===== src/core/cig_regs.svh =====
`ifndef CIG_REGS_SVH
`define CIG_REGS_SVH

// register byte offsets
`define CIG_PIN5_CTRL_OFS 12'h078
`define CIG_PIN4_CTRL_OFS 12'h1e0
`define CIG_IRQ_STATUS_OFS 12'h1e4
`define CIG_IRQ_MASK_OFS 12'h1e8
`define CIG_IRQ_CTRL_OFS 12'h1ec
`define CIG_PIN_IN_OFS 12'h1f0

// pin control fields
`define CIG_FN_MSB 13
`define CIG_FN_LSB 8
`define CIG_DIR_BIT 7
`define CIG_DRV_BIT 6
`define CIG_POL_BIT 5
`define CIG_LVL_BIT 4
`define CIG_PD_BIT 3
`define CIG_PU_BIT 2
`define CIG_MODE_BIT 1
`define CIG_DB_BIT 0

// reset values
`define CIG_PIN5_CTRL_RST 16'h01a0
`define CIG_PIN4_CTRL_RST 16'h0220
`define CIG_IRQ_MASK_RST 16'hffff
`define CIG_IRQ_CTRL_RST 16'h0000

// status bit positions
`define CIG_ST_SHORT 15
`define CIG_ST_MICDET 14
`define CIG_ST_SEQ 13
`define CIG_ST_LOCK 5
`define CIG_ST_PIN5 4
`define CIG_ST_PIN4 3

// irq control fields
`define CIG_CTL_IRQ_OUTPUT_POLARITY 0
`define CIG_CTL_MIC_INV 1
`define CIG_CTL_SHORT_INV 2
`define CIG_CTL_LOCK_INV 3

// debounce time and count
`define CIG_DB_TIME_NS 1000
`define CIG_CLK_NS 100
`define CIG_DB_CYCLES ((`CIG_DB_TIME_NS + `CIG_CLK_NS - 1) / `CIG_CLK_NS)

`endif


===== src/core/cig_pkg.sv =====
package cig_pkg;
    // pin function codes
    typedef enum logic [5:0] {
        CIG_FN_OUT = 6'h00,
        CIG_FN_BCLK = 6'h01,
        CIG_FN_IRQ = 6'h02,
        CIG_FN_IN = 6'h03,
        CIG_FN_MICDET = 6'h04,
        CIG_FN_SHORT = 6'h05,
        CIG_FN_LOCK = 6'h08,
        CIG_FN_FLLCLK = 6'h09
    } cig_fn_t;

    // apb slave phase
    typedef enum logic [1:0] {
        CIG_BUS_IDLE,
        CIG_BUS_ACCESS,
        CIG_BUS_DONE
    } cig_bus_t;
endpackage


===== src/core/cig_pin_input.sv =====
`timescale 1ns/1ps
`include "cig_regs.svh"

// conditions one pin input into a raw interrupt event
module cig_pin_input
    import cig_pkg::*;
(
    // clock and reset
    input wire logic pclk,
    input wire logic presetn,
    // pin and configuration
    input wire logic pin_in,
    input wire logic debounce_en,
    input wire logic active_high,
    input wire logic edge_mode,
    // event out
    output logic event_out
);
    localparam logic [3:0] DB_MAX = 4'(`CIG_DB_CYCLES);

    logic stable_reg;
    logic [3:0] db_cnt_reg;
    logic prev_reg;
    logic active;

    // debounce filter: new level must hold DB_MAX cycles
    always_ff @(posedge pclk or negedge presetn) begin
        if (!presetn) begin
            stable_reg <= 1'b0;
            db_cnt_reg <= 4'h0;
        end else if (!debounce_en || pin_in == stable_reg) begin
            stable_reg <= debounce_en ? stable_reg : pin_in;
            db_cnt_reg <= 4'h0;
        end else if (db_cnt_reg == DB_MAX - 4'h1) begin
            stable_reg <= pin_in;
            db_cnt_reg <= 4'h0;
        end else begin
            db_cnt_reg <= db_cnt_reg + 4'h1;
        end
    end

    assign active = active_high ? stable_reg : ~stable_reg;

    always_ff @(posedge pclk or negedge presetn) begin
        if (!presetn) begin
            prev_reg <= 1'b0;
        end else begin
            prev_reg <= active;
        end
    end

    assign event_out = edge_mode ? (active & ~prev_reg) : active;
endmodule


===== src/core/cig_irq_ctrl.sv =====
`timescale 1ns/1ps
`include "cig_regs.svh"

// Operation
// - pins, mic detectors, lock and sequencer all raise events
// - one status bit per source in a single status register
// - status register readable at any time
// - interrupt is OR of status bits with mask bit clear
// - status bit latches on event, clears when status is read
// - interrupt stays until all unmasked set bits are read
// - still-active source keeps its status bit set after read
// - one mask bit per source; set excludes it from interrupt
// - masked bits still latch but never drive interrupt
// - pin polarity bit 5, reset 1, 1 is active high
// - mic current and short events each have an invert control
// - lock event invert chooses locked or not-locked
// - interrupt active high after reset, polarity bit inverts
// - interrupt routable to pins; pin4 function resets to 2h
// - pin5 function bits 13:8 reset 01h: out, bclk, irq, input
// - codes 04h and 05h output mic current and short status
// - codes 08h lock indication, 09h loop clock
// - codes 06h, 07h, 0Ah-3Fh reserved, pin drives low
// - bit 4 level in output mode, bit 7 direction, bit 6 drive
// - bit 3 pull-down enable, reset 0
// - bit 2 pull-up enable, reset 0
// - bit 0 debounce, bit 1 edge mode, both reset 0
// - sequencer done sets its status bit
// - mask bits reset to 1
module cig_irq_ctrl
    import cig_pkg::*;
(
    // clock and reset
    input wire logic pclk,
    input wire logic presetn,
    // apb slave
    input wire logic psel,
    input wire logic penable,
    input wire logic pwrite,
    input wire logic [11:0] paddr,
    input wire logic [31:0] pwdata,
    output logic [31:0] prdata,
    output logic pready,
    output logic pslverr,
    // event sources, and clocks routed to the pins
    input wire logic mic_current_det,
    input wire logic mic_short_det,
    input wire logic fll_lock,
    input wire logic fll_clk,
    input wire logic bit_clk,
    input wire logic seq_done,
    // pin 5
    input wire logic pin5_in,
    output logic pin5_out,
    output logic pin5_oe_n,
    output logic pin5_pullup_en,
    output logic pin5_pulldown_en,
    // pin 4
    input wire logic pin4_in,
    output logic pin4_out,
    output logic pin4_oe_n,
    output logic pin4_pullup_en,
    output logic pin4_pulldown_en
);
    logic [15:0] pin5_ctrl_reg;
    logic [15:0] pin4_ctrl_reg;
    logic [15:0] status_reg;
    logic [15:0] status_next;
    logic [15:0] mask_reg;
    logic [3:0] irq_ctrl_reg;
    logic [15:0] src_event;
    logic pin5_event;
    logic pin4_event;
    logic irq_raw;
    logic irq_level;
    logic wr_en;
    logic rd_en;
    logic status_rd;
    logic pin5_drv;
    logic pin5_oe_drv;
    logic pin4_drv;
    logic pin4_oe_drv;
    cig_bus_t bus_state;

    // decode register hit
    function automatic logic addr_known(input logic [11:0] a);
        return a == `CIG_PIN5_CTRL_OFS || a == `CIG_PIN4_CTRL_OFS ||
               a == `CIG_IRQ_STATUS_OFS || a == `CIG_IRQ_MASK_OFS ||
               a == `CIG_IRQ_CTRL_OFS || a == `CIG_PIN_IN_OFS;
    endfunction

    // pin function output mux, shared by both pins
    function automatic logic fn_value(input logic [15:0] ctrl, input logic irq_v,
                                      input logic micdet, input logic shrt,
                                      input logic lock, input logic fclk,
                                      input logic bclk);
        logic v;
        v = 1'b0;
        case (ctrl[`CIG_FN_MSB:`CIG_FN_LSB])
            // level applies in output function only
            CIG_FN_OUT: v = ctrl[`CIG_LVL_BIT];
            CIG_FN_BCLK: v = bclk;
            CIG_FN_IRQ: v = irq_v;
            CIG_FN_MICDET: v = micdet;
            CIG_FN_SHORT: v = shrt;
            CIG_FN_LOCK: v = lock;
            CIG_FN_FLLCLK: v = fclk;
            default: v = 1'b0;
        endcase
        return v;
    endfunction

    // apb phases: one wait state, answer after setup plus two cycles
    always_ff @(posedge pclk or negedge presetn) begin
        if (!presetn) begin
            bus_state <= CIG_BUS_IDLE;
        end else begin
            case (bus_state)
                CIG_BUS_IDLE: bus_state <= (psel && !penable) ? CIG_BUS_ACCESS : CIG_BUS_IDLE;
                CIG_BUS_ACCESS: bus_state <= CIG_BUS_DONE;
                CIG_BUS_DONE: bus_state <= CIG_BUS_IDLE;
                default: bus_state <= CIG_BUS_IDLE;
            endcase
        end
    end

    // transfer completes in the cycle pready is high
    assign wr_en = pready && psel && penable && pwrite;
    assign rd_en = psel && penable && !pwrite && bus_state == CIG_BUS_ACCESS;
    assign status_rd = pready && psel && penable && !pwrite && paddr == `CIG_IRQ_STATUS_OFS;

    // answer registers
    always_ff @(posedge pclk or negedge presetn) begin
        if (!presetn) begin
            pready <= 1'b0;
            pslverr <= 1'b0;
            prdata <= 32'h0000_0000;
        end else begin
            pready <= bus_state == CIG_BUS_ACCESS;
            pslverr <= bus_state == CIG_BUS_ACCESS && !addr_known(paddr);
            if (rd_en) begin
                case (paddr)
                    `CIG_PIN5_CTRL_OFS: prdata <= {16'h0000, pin5_ctrl_reg};
                    `CIG_PIN4_CTRL_OFS: prdata <= {16'h0000, pin4_ctrl_reg};
                    `CIG_IRQ_STATUS_OFS: prdata <= {16'h0000, status_reg};
                    `CIG_IRQ_MASK_OFS: prdata <= {16'h0000, mask_reg};
                    `CIG_IRQ_CTRL_OFS: prdata <= {28'h0000000, irq_ctrl_reg};
                    `CIG_PIN_IN_OFS: prdata <= {30'h0, pin5_in, pin4_in};
                    default: prdata <= 32'h0000_0000;
                endcase
            end else if (bus_state == CIG_BUS_DONE) begin
                prdata <= 32'h0000_0000;
            end
        end
    end

    // control registers; unused field bits read as zero
    always_ff @(posedge pclk or negedge presetn) begin
        if (!presetn) begin
            pin5_ctrl_reg <= `CIG_PIN5_CTRL_RST;
            pin4_ctrl_reg <= `CIG_PIN4_CTRL_RST;
            irq_ctrl_reg <= 4'(`CIG_IRQ_CTRL_RST);
        end else if (wr_en) begin
            if (paddr == `CIG_PIN5_CTRL_OFS) begin
                pin5_ctrl_reg <= pwdata[15:0] & 16'h3fff;
            end
            if (paddr == `CIG_PIN4_CTRL_OFS) begin
                pin4_ctrl_reg <= pwdata[15:0] & 16'h3fff;
            end
            if (paddr == `CIG_IRQ_CTRL_OFS) begin
                irq_ctrl_reg <= pwdata[3:0];
            end
        end
    end

    always_ff @(posedge pclk or negedge presetn) begin
        if (!presetn) begin
            mask_reg <= `CIG_IRQ_MASK_RST;
        end else if (wr_en && paddr == `CIG_IRQ_MASK_OFS) begin
            mask_reg <= pwdata[15:0];
        end
    end

    // pin input conditioners
    // debounce and trigger mode bits
    cig_pin_input u_pin5 (
        .pclk(pclk),
        .presetn(presetn),
        .pin_in(pin5_in),
        .debounce_en(pin5_ctrl_reg[`CIG_DB_BIT]),
        .active_high(pin5_ctrl_reg[`CIG_POL_BIT]),
        .edge_mode(pin5_ctrl_reg[`CIG_MODE_BIT]),
        .event_out(pin5_event)
    );

    cig_pin_input u_pin4 (
        .pclk(pclk),
        .presetn(presetn),
        .pin_in(pin4_in),
        .debounce_en(pin4_ctrl_reg[`CIG_DB_BIT]),
        .active_high(pin4_ctrl_reg[`CIG_POL_BIT]),
        .edge_mode(pin4_ctrl_reg[`CIG_MODE_BIT]),
        .event_out(pin4_event)
    );

    always_comb begin
        src_event = 16'h0000;
        src_event[`CIG_ST_SHORT] = mic_short_det ^ irq_ctrl_reg[`CIG_CTL_SHORT_INV];
        src_event[`CIG_ST_MICDET] = mic_current_det ^ irq_ctrl_reg[`CIG_CTL_MIC_INV];
        src_event[`CIG_ST_SEQ] = seq_done;
        src_event[`CIG_ST_LOCK] = fll_lock ^ irq_ctrl_reg[`CIG_CTL_LOCK_INV];
        // pins count only when configured as input
        src_event[`CIG_ST_PIN5] = pin5_event && pin5_ctrl_reg[`CIG_DIR_BIT];
        src_event[`CIG_ST_PIN4] = pin4_event && pin4_ctrl_reg[`CIG_DIR_BIT];
    end

    // clear on read, an active source wins over the clear
    assign status_next = (status_rd ? 16'h0000 : status_reg) | src_event;

    // single status register, latches regardless of mask
    always_ff @(posedge pclk or negedge presetn) begin
        if (!presetn) begin
            status_reg <= 16'h0000;
        end else begin
            status_reg <= status_next;
        end
    end

    // unmasked OR, holds until read clears
    assign irq_raw = |(status_reg & ~mask_reg);
    assign irq_level = irq_raw ^ irq_ctrl_reg[`CIG_CTL_IRQ_OUTPUT_POLARITY];

    // routing to either pin via its function field
    assign pin5_drv = fn_value(pin5_ctrl_reg, irq_level, mic_current_det, mic_short_det,
                               fll_lock, fll_clk, bit_clk);
    assign pin4_drv = fn_value(pin4_ctrl_reg, irq_level, mic_current_det, mic_short_det,
                               fll_lock, fll_clk, bit_clk);
    // direction and open-drain: open-drain only pulls low
    assign pin5_oe_drv = !pin5_ctrl_reg[`CIG_DIR_BIT] &&
                         (!pin5_ctrl_reg[`CIG_DRV_BIT] || !pin5_drv);
    assign pin4_oe_drv = !pin4_ctrl_reg[`CIG_DIR_BIT] &&
                         (!pin4_ctrl_reg[`CIG_DRV_BIT] || !pin4_drv);

    // registered pin outputs
    always_ff @(posedge pclk or negedge presetn) begin
        if (!presetn) begin
            pin5_out <= 1'b0;
            pin5_oe_n <= 1'b1;
            pin4_out <= 1'b0;
            pin4_oe_n <= 1'b1;
            pin5_pullup_en <= 1'b0;
            pin5_pulldown_en <= 1'b0;
            pin4_pullup_en <= 1'b0;
            pin4_pulldown_en <= 1'b0;
        end else begin
            pin5_out <= pin5_drv;
            pin5_oe_n <= !pin5_oe_drv;
            pin4_out <= pin4_drv;
            pin4_oe_n <= !pin4_oe_drv;
            pin5_pulldown_en <= pin5_ctrl_reg[`CIG_PD_BIT];
            pin4_pulldown_en <= pin4_ctrl_reg[`CIG_PD_BIT];
            pin5_pullup_en <= pin5_ctrl_reg[`CIG_PU_BIT];
            pin4_pullup_en <= pin4_ctrl_reg[`CIG_PU_BIT];
        end
    end
endmodule


===== config.mk =====
export PLATFORM = sky130hd
export DESIGN_NAME = cig_irq_ctrl
export DESIGN_NICKNAME = d
export VERILOG_FILES = /design/src/core/cig_pkg.sv /design/src/core/cig_pin_input.sv /design/src/core/cig_irq_ctrl.sv
export VERILOG_INCLUDE_DIRS = /design/src /design/src/core
export SDC_FILE = /design/constraint.sdc
export NUM_CORES = 1
export LEC_CHECK = 0
export BUFFER_PORTS_ARGS = -buffer_cell sky130_fd_sc_hd__buf_4
export CAP_MARGIN = 10
export CORE_ASPECT_RATIO = 0.8
export CORE_UTILIZATION = 45
export DETAILED_ROUTE_END_ITERATION = 10
export MAX_ROUTING_LAYER = met4
export PLACE_DENSITY = 0.67
export SLEW_MARGIN = 30
export SYNTH_ARGS = -nofsm -noshare
export SYNTH_HDL_FRONTEND = slang
export SYNTH_SLANG_ARGS = --single-unit

===== constraint.sdc =====
create_clock -name pclk -period 4.9 [get_ports pclk]
set_input_delay 1.225 -clock pclk [delete_from_list [all_inputs] [get_ports pclk]]
set_output_delay 1.225 -clock pclk [all_outputs]
set_load 0.02 [all_outputs]

* Yosys cells after proc, flatten, opt, wreduce, memory -nomap -nowiden
Index checks and enable logic that the tools add are counted.
** Cells by class
- Muxes and demuxes :: 22
- Equal/unequal tests :: 26
- Add/sub/neg operators :: 2
- Reductions and logical operators :: 49
- Bitwise gates (word level) :: 13
** Operators by type and width (count)
- $pmux 16 s6 :: 1
- $mux 32 :: 2
- $eq 12x9->1 const B :: 5
- $eq 6x3->1 const B :: 4
- $eq 6x4->1 const B :: 4
- $and 16x16->16 :: 1
- $mux 16 :: 1
- $mux 4 :: 4
- $not 16->16 :: 1
- $or 16x16->16 :: 1
- $reduce_or 16->1 :: 1
- $logic_and 1x1->1 :: 15
- $pmux 1 s7 :: 2
- $logic_not 1->1 :: 13
- $eq 12x7->1 const B :: 1
- $eq 6x1->1 const B :: 2
- $eq 6x2->1 const B :: 2
- $logic_not 6->1 :: 2
- $mux 1 :: 11
- $reduce_and 2->1 :: 5
- $logic_or 1x1->1 :: 9
- $add 4x1->4 const B :: 2
- $eq 4x4->1 const B :: 2
- $reduce_bool 2->1 :: 3
- other kinds (9) :: 18
** Word-level totals
- Word-level logic and storage cells :: 135
- Register bits :: 120
- Bits of input ports :: 57
- Output and inout bits :: 42

* Logic depth before layout (Yosys ltp)
- Depth in word-level cells :: 9
- Mapped depth :: 7
- Depth with buffers taken out :: 6

* Cells and area by module
Synthesis repeated with hierarchy kept, for this count alone.
** Second synthesis, totals
- Cell total of the unflattened synthesis :: 372
- Area total of the unflattened synthesis :: 4395.5 µm²
** Modules (own cells, without submodules)
- cig_irq_ctrl :: area each 3832.4 µm², times used 1, sequential area each 2055.7 µm², cells each 324
- cig_pin_input :: area each 281.5 µm², times used 2, sequential area each 150.1 µm², cells each 24

* Least setup slack after synthesis
Ideal clock, no wire load.
- Kind :: in2reg
- Start :: input paddr[9]
- End :: register pin4_ctrl_reg[10]
- Library setup time :: 125 ps
- Path buffers :: 2
- Cell stages on the path :: 6
- Arrival :: 2993 ps
- Data required time :: 4775 ps
- Slack :: 1781 ps
- Cell sequence :: or4_4 buf_6 or3_4 nor3_4 buf_12 mux2_4
** On the way
- Cells in the longest elaborated chain, start to end :: 2
** RTL lines
- from (decl) :: RTL line cig_irq_ctrl.sv:39 : input wire logic [11:0] paddr,
- $eq 12x9->1
- $reduce_and 2->1 (no line)
- to (signal assigned) :: RTL line cig_irq_ctrl.sv:160 : pin4_ctrl_reg <= `CIG_PIN4_CTRL_RST;
- to (signal assigned) :: RTL line cig_irq_ctrl.sv:167 : pin4_ctrl_reg <= pwdata[15:0] & 16'h3fff;
- to (decl) :: RTL line cig_irq_ctrl.sv:65 : logic [15:0] pin4_ctrl_reg;
No other way between the ends.
A chain may end at the register's enable or synchronous reset.

* Worst setup path in the final report
- Start :: input paddr[4]
- End :: register pin4_ctrl_reg[6]
The elaborated chain is that of the path after synthesis.

==> qor.csv <==
stage,metric,value,unit
global_routing,global-route wire length before repair,16.84,mm
synth,"FFs w/ async S/R, synth",1.000,
timing,final slew viol count,0,
cts,Inserted Clock Buffers,9,
setup_path,"Cell Chain, Critical Path","buf_4, and3b_1, nand2_1, or3_4, nor3_4, buf_4, mux2_4",
finish,Ant. Diodes,0,
synth,post-synth cell types,55,
synth,post-synthesis sequential area ratio,0.5229,
detailed_routing,total length of routed wires,10.43,mm
global_routing,pin count of the biggest net entering global routing,70,
cts,clk sink count,93,
timing,clock skew,0.006726,ns
finish,layout cells sized above 1,0.3725,
die,Die Ht,91.50,µm
power_and_ir_drop,Leak Pwr,2.481,nW
setup_path,R2R cell count,5,
die,Ports,99,
timing,Fin Setup TNS,0,ns
setup_path,critical path depth in cells,7,
setup_path,Critical Path RT,5.11,ns
detailed_routing,Pre-antenna DRT Iters,4,
cts,setup bufs post-CTS,0,
cts,Clock Pin Slew Worst Setup and Hold Paths,0.06,ns
detailed_routing,Initial DRC Count,186,
timing,Final Hold Fails,0,
synth,Mapped Area,0.004506,mm²
setup_path,crit-path max cell delay,0.49,ns
synth,Most used DFF post-synth,dfrtp_1,
synth,Yosys reg bits,93,
synth,Post-synth EDFFs,0,
min_path,Min-Delay Path Depth,0,
detailed_routing,Antenna Violating Nets Remaining,0,
global_routing,total grt overflow,0,
place,Place WS,1.226,ns
finish,nets,515,
die,FP Rows,32,
die,Core Box Area,0.009689,mm²
timing,RSZ-0062 raised after global routing,false,
cts,CTS tree,built,
setup_path,crit start category,input port,
setup_path,CP arrival,3.57,ns
setup_path,"Max FO, Critical Path",10,
power_and_ir_drop,power density over the cells,290.4,mW/mm²
timing,Setup-failing EPs final,0,
setup_path,WP buf/inv,2,
cts,clock root buffer,clkbuf_16,
finish,"most common cell after layout, fill and taps aside",buf_4,
timing,worst setup margin,1.545,ns
cts,clock latency on the worst-skew pair,0.33,ns
setup_path,CP Capture Type,register,
min_path,HP Class,register to register,
global_routing,vias in the first global route,3179,
synth,synthesized area per cell,11.76,µm²
cts,CTS H-tree depth,3,
cts,hold bufs inserted after CTS,0,
timing,Final min period,3.355,ns
status,run status,"complete, no violations",
place,DP Wirelength,7.363,mm
detailed_routing,WL/cell,17.54,µm
timing,Worst Tran Pin Value,0.8577,ns
detailed_routing,Via density,5.343,
detailed_routing,DRC,0,
finish,Fill cells,855,
place,GP Congestion,0.8295,
finish,Area Overhead vs Synth,19.52,%
die,Starting Density,0.4650,
cts,number of gates resized after CTS,0,
power_and_ir_drop,total power,1.564,mW
die,die area,0.01042,mm²
setup_path,family with the most delay on the worst path,simple AND/OR/NAND/NOR gates,
timing,top achievable clock speed,298.1,MHz
finish,sequential cell area,0.002356,mm²
cts,CTS Buffer Depth,2,
finish,"commonest cells after routing, fill and taps aside","buf_4 (72), dfrtp_1 (70), mux2_2 (45), nand2_1 (34), o21ai_0 (25)",
setup_path,Worst path most repeated cell,buf_4,
synth,YS warnings,0,
setup_path,Crit-path slowest cell,or3_4,
global_routing,gr usage total,0.2201,
global_routing,initial antenna violation count,0,
die,Die W,113.9,µm
detailed_routing,Vias,3179,
setup_path,Crit Path Category,input port to register,
place,IO buf count,66,
power_and_ir_drop,Worst VDD drop,0.0001954,V
timing,Max-slew headroom,0.4282,
timing,fin crit share,0.6847,
synth,Mapped Cells,383,
run,total of max-cap violations,0,
finish,Multi-input gate area,0.001957,mm²
## kinds of logic (layout without fill, tap and decap cells)
group	count (synthesis)	after routing	share of synthesized area
multiplexers	65	65	0.1680
XOR/XNOR	12	12	0.02333
AND/OR/NAND/NOR	90	90	0.1072
buffers and inverters	43	104	0.05526
AO/OA/AOI/OAI	75	75	0.1114
other	1	16	0.0008323
adder cells (fa/ha/maj)	4	4	0.01111
flip-flops	93	93	0.5229
## path summary, 6_finish.rpt
kind,from,end,slack [ns]
worst max register to register,bus_state[1]$_DFF_PN0_,pin4_ctrl_reg[6]$_DFFE_PN0P_,2.72
max in group asynchronous,presetn,pin5_oe_n$_DFF_PN1_,2.98
worst min register to register,pin4_ctrl_reg[2]$_DFFE_PN0P_,pin4_pullup_en$_DFF_PN0_,0.40
worst max-delay path,paddr[4],pin4_ctrl_reg[6]$_DFFE_PN0P_,1.54
min in group asynchronous,presetn,pin4_pulldown_en$_DFF_PN0_,1.00
worst min-delay path,pin4_ctrl_reg[2]$_DFFE_PN0P_,pin4_pullup_en$_DFF_PN0_,0.40
## metrics by stage
| step | cells | hold WS, ns | instance area (µm²) | utilization |
|---|---|---|---|---|
| 6_report | 595 | 0.4018 | 5385 | 0.5558 |
| 5_1_grt | 595 | 0.4151 | 5385 | 0.5558 |
| 4_1_cts | 595 | 0.4061 | 5385 | 0.5558 |
| 3_5_place_dp | 579 | 0.3968 | 5084 | 0.5247 |
| 3_3_place_gp | 579 | 0.3942 | 5084 | 0.5247 |
| 2_1_floorplan | 398 | 0.3705 | 4562 | - |
## worst reg2reg max path: stages (launching register included)
cell and delay (ns):
dfrtp_1 0.43, nand4_1 0.26, or3_4 0.42, nor3_4 0.30
buf_4 0.32, mux2_4 0.33
## where the power goes
| group | internal [mW] | switching [mW] | leakage (nW) |
|---|---|---|---|
| registers | 0.772 | 0.00273 | 1.18 |
| logic | 0.0342 | 0.0616 | 1.16 |
| clock network | 0.410 | 0.283 | 0.142 |
## routing by layer
layer / GRT usage / vias up / share of wire
li1: - / 1478 / -
met1: 0.3163 / 1569 / 0.47
met2: 0.3247 / 120 / 0.46
met3: 0.04206 / 12 / 0.059
met4: 0.04545 / 0 / 0.011
met5: - / - / 0
## final cells by class
| class | instances | share of cell area |
|---|---|---|
| clock inverter | 5 | 0.01092 |
| inverter | 16 | 0.01115 |
| sequential | 93 | 0.4375 |
| multi-input combinational | 262 | 0.3634 |
| tap | 136 | 0.03160 |
| timing repair buffer | 72 | 0.1004 |
| clock buffer | 11 | 0.04507 |
## cells in the mapped netlist (2+ instances only)
library cell / instances / share of area
nand4_1: 4 / 0.0056
nand2_1: 34 / 0.028
a21oi_1: 7 / 0.0078
nor2b_1: 4 / 0.0056
mux2i_1: 10 / 0.022
a22o_1: 2 / 0.0039
nor2_1: 18 / 0.015
o22ai_1: 5 / 0.0069
ha_1: 4 / 0.011
buf_2: 3 / 0.0033
o31ai_1: 2 / 0.0033
a32o_1: 2 / 0.0044
dfrtp_1: 70 / 0.39
xnor2_1: 4 / 0.0078
xor2_1: 8 / 0.016
o22a_1: 2 / 0.0039
a211o_1: 2 / 0.0039
nand3_1: 5 / 0.0056
inv_1: 16 / 0.013
mux2_4: 10 / 0.033
nor3_1: 5 / 0.0056
o311ai_0: 2 / 0.0039
o32a_1: 3 / 0.0067
mux2_2: 45 / 0.11
a22oi_1: 12 / 0.020
and3b_1: 2 / 0.0039
dfstp_2: 23 / 0.13
nand2b_1: 3 / 0.0042
clkbuf_1: 6 / 0.0050
buf_4: 16 / 0.027
a21o_1: 6 / 0.010
o21ai_0: 25 / 0.028
No activity file was read; power rests on OpenSTA's default activity.
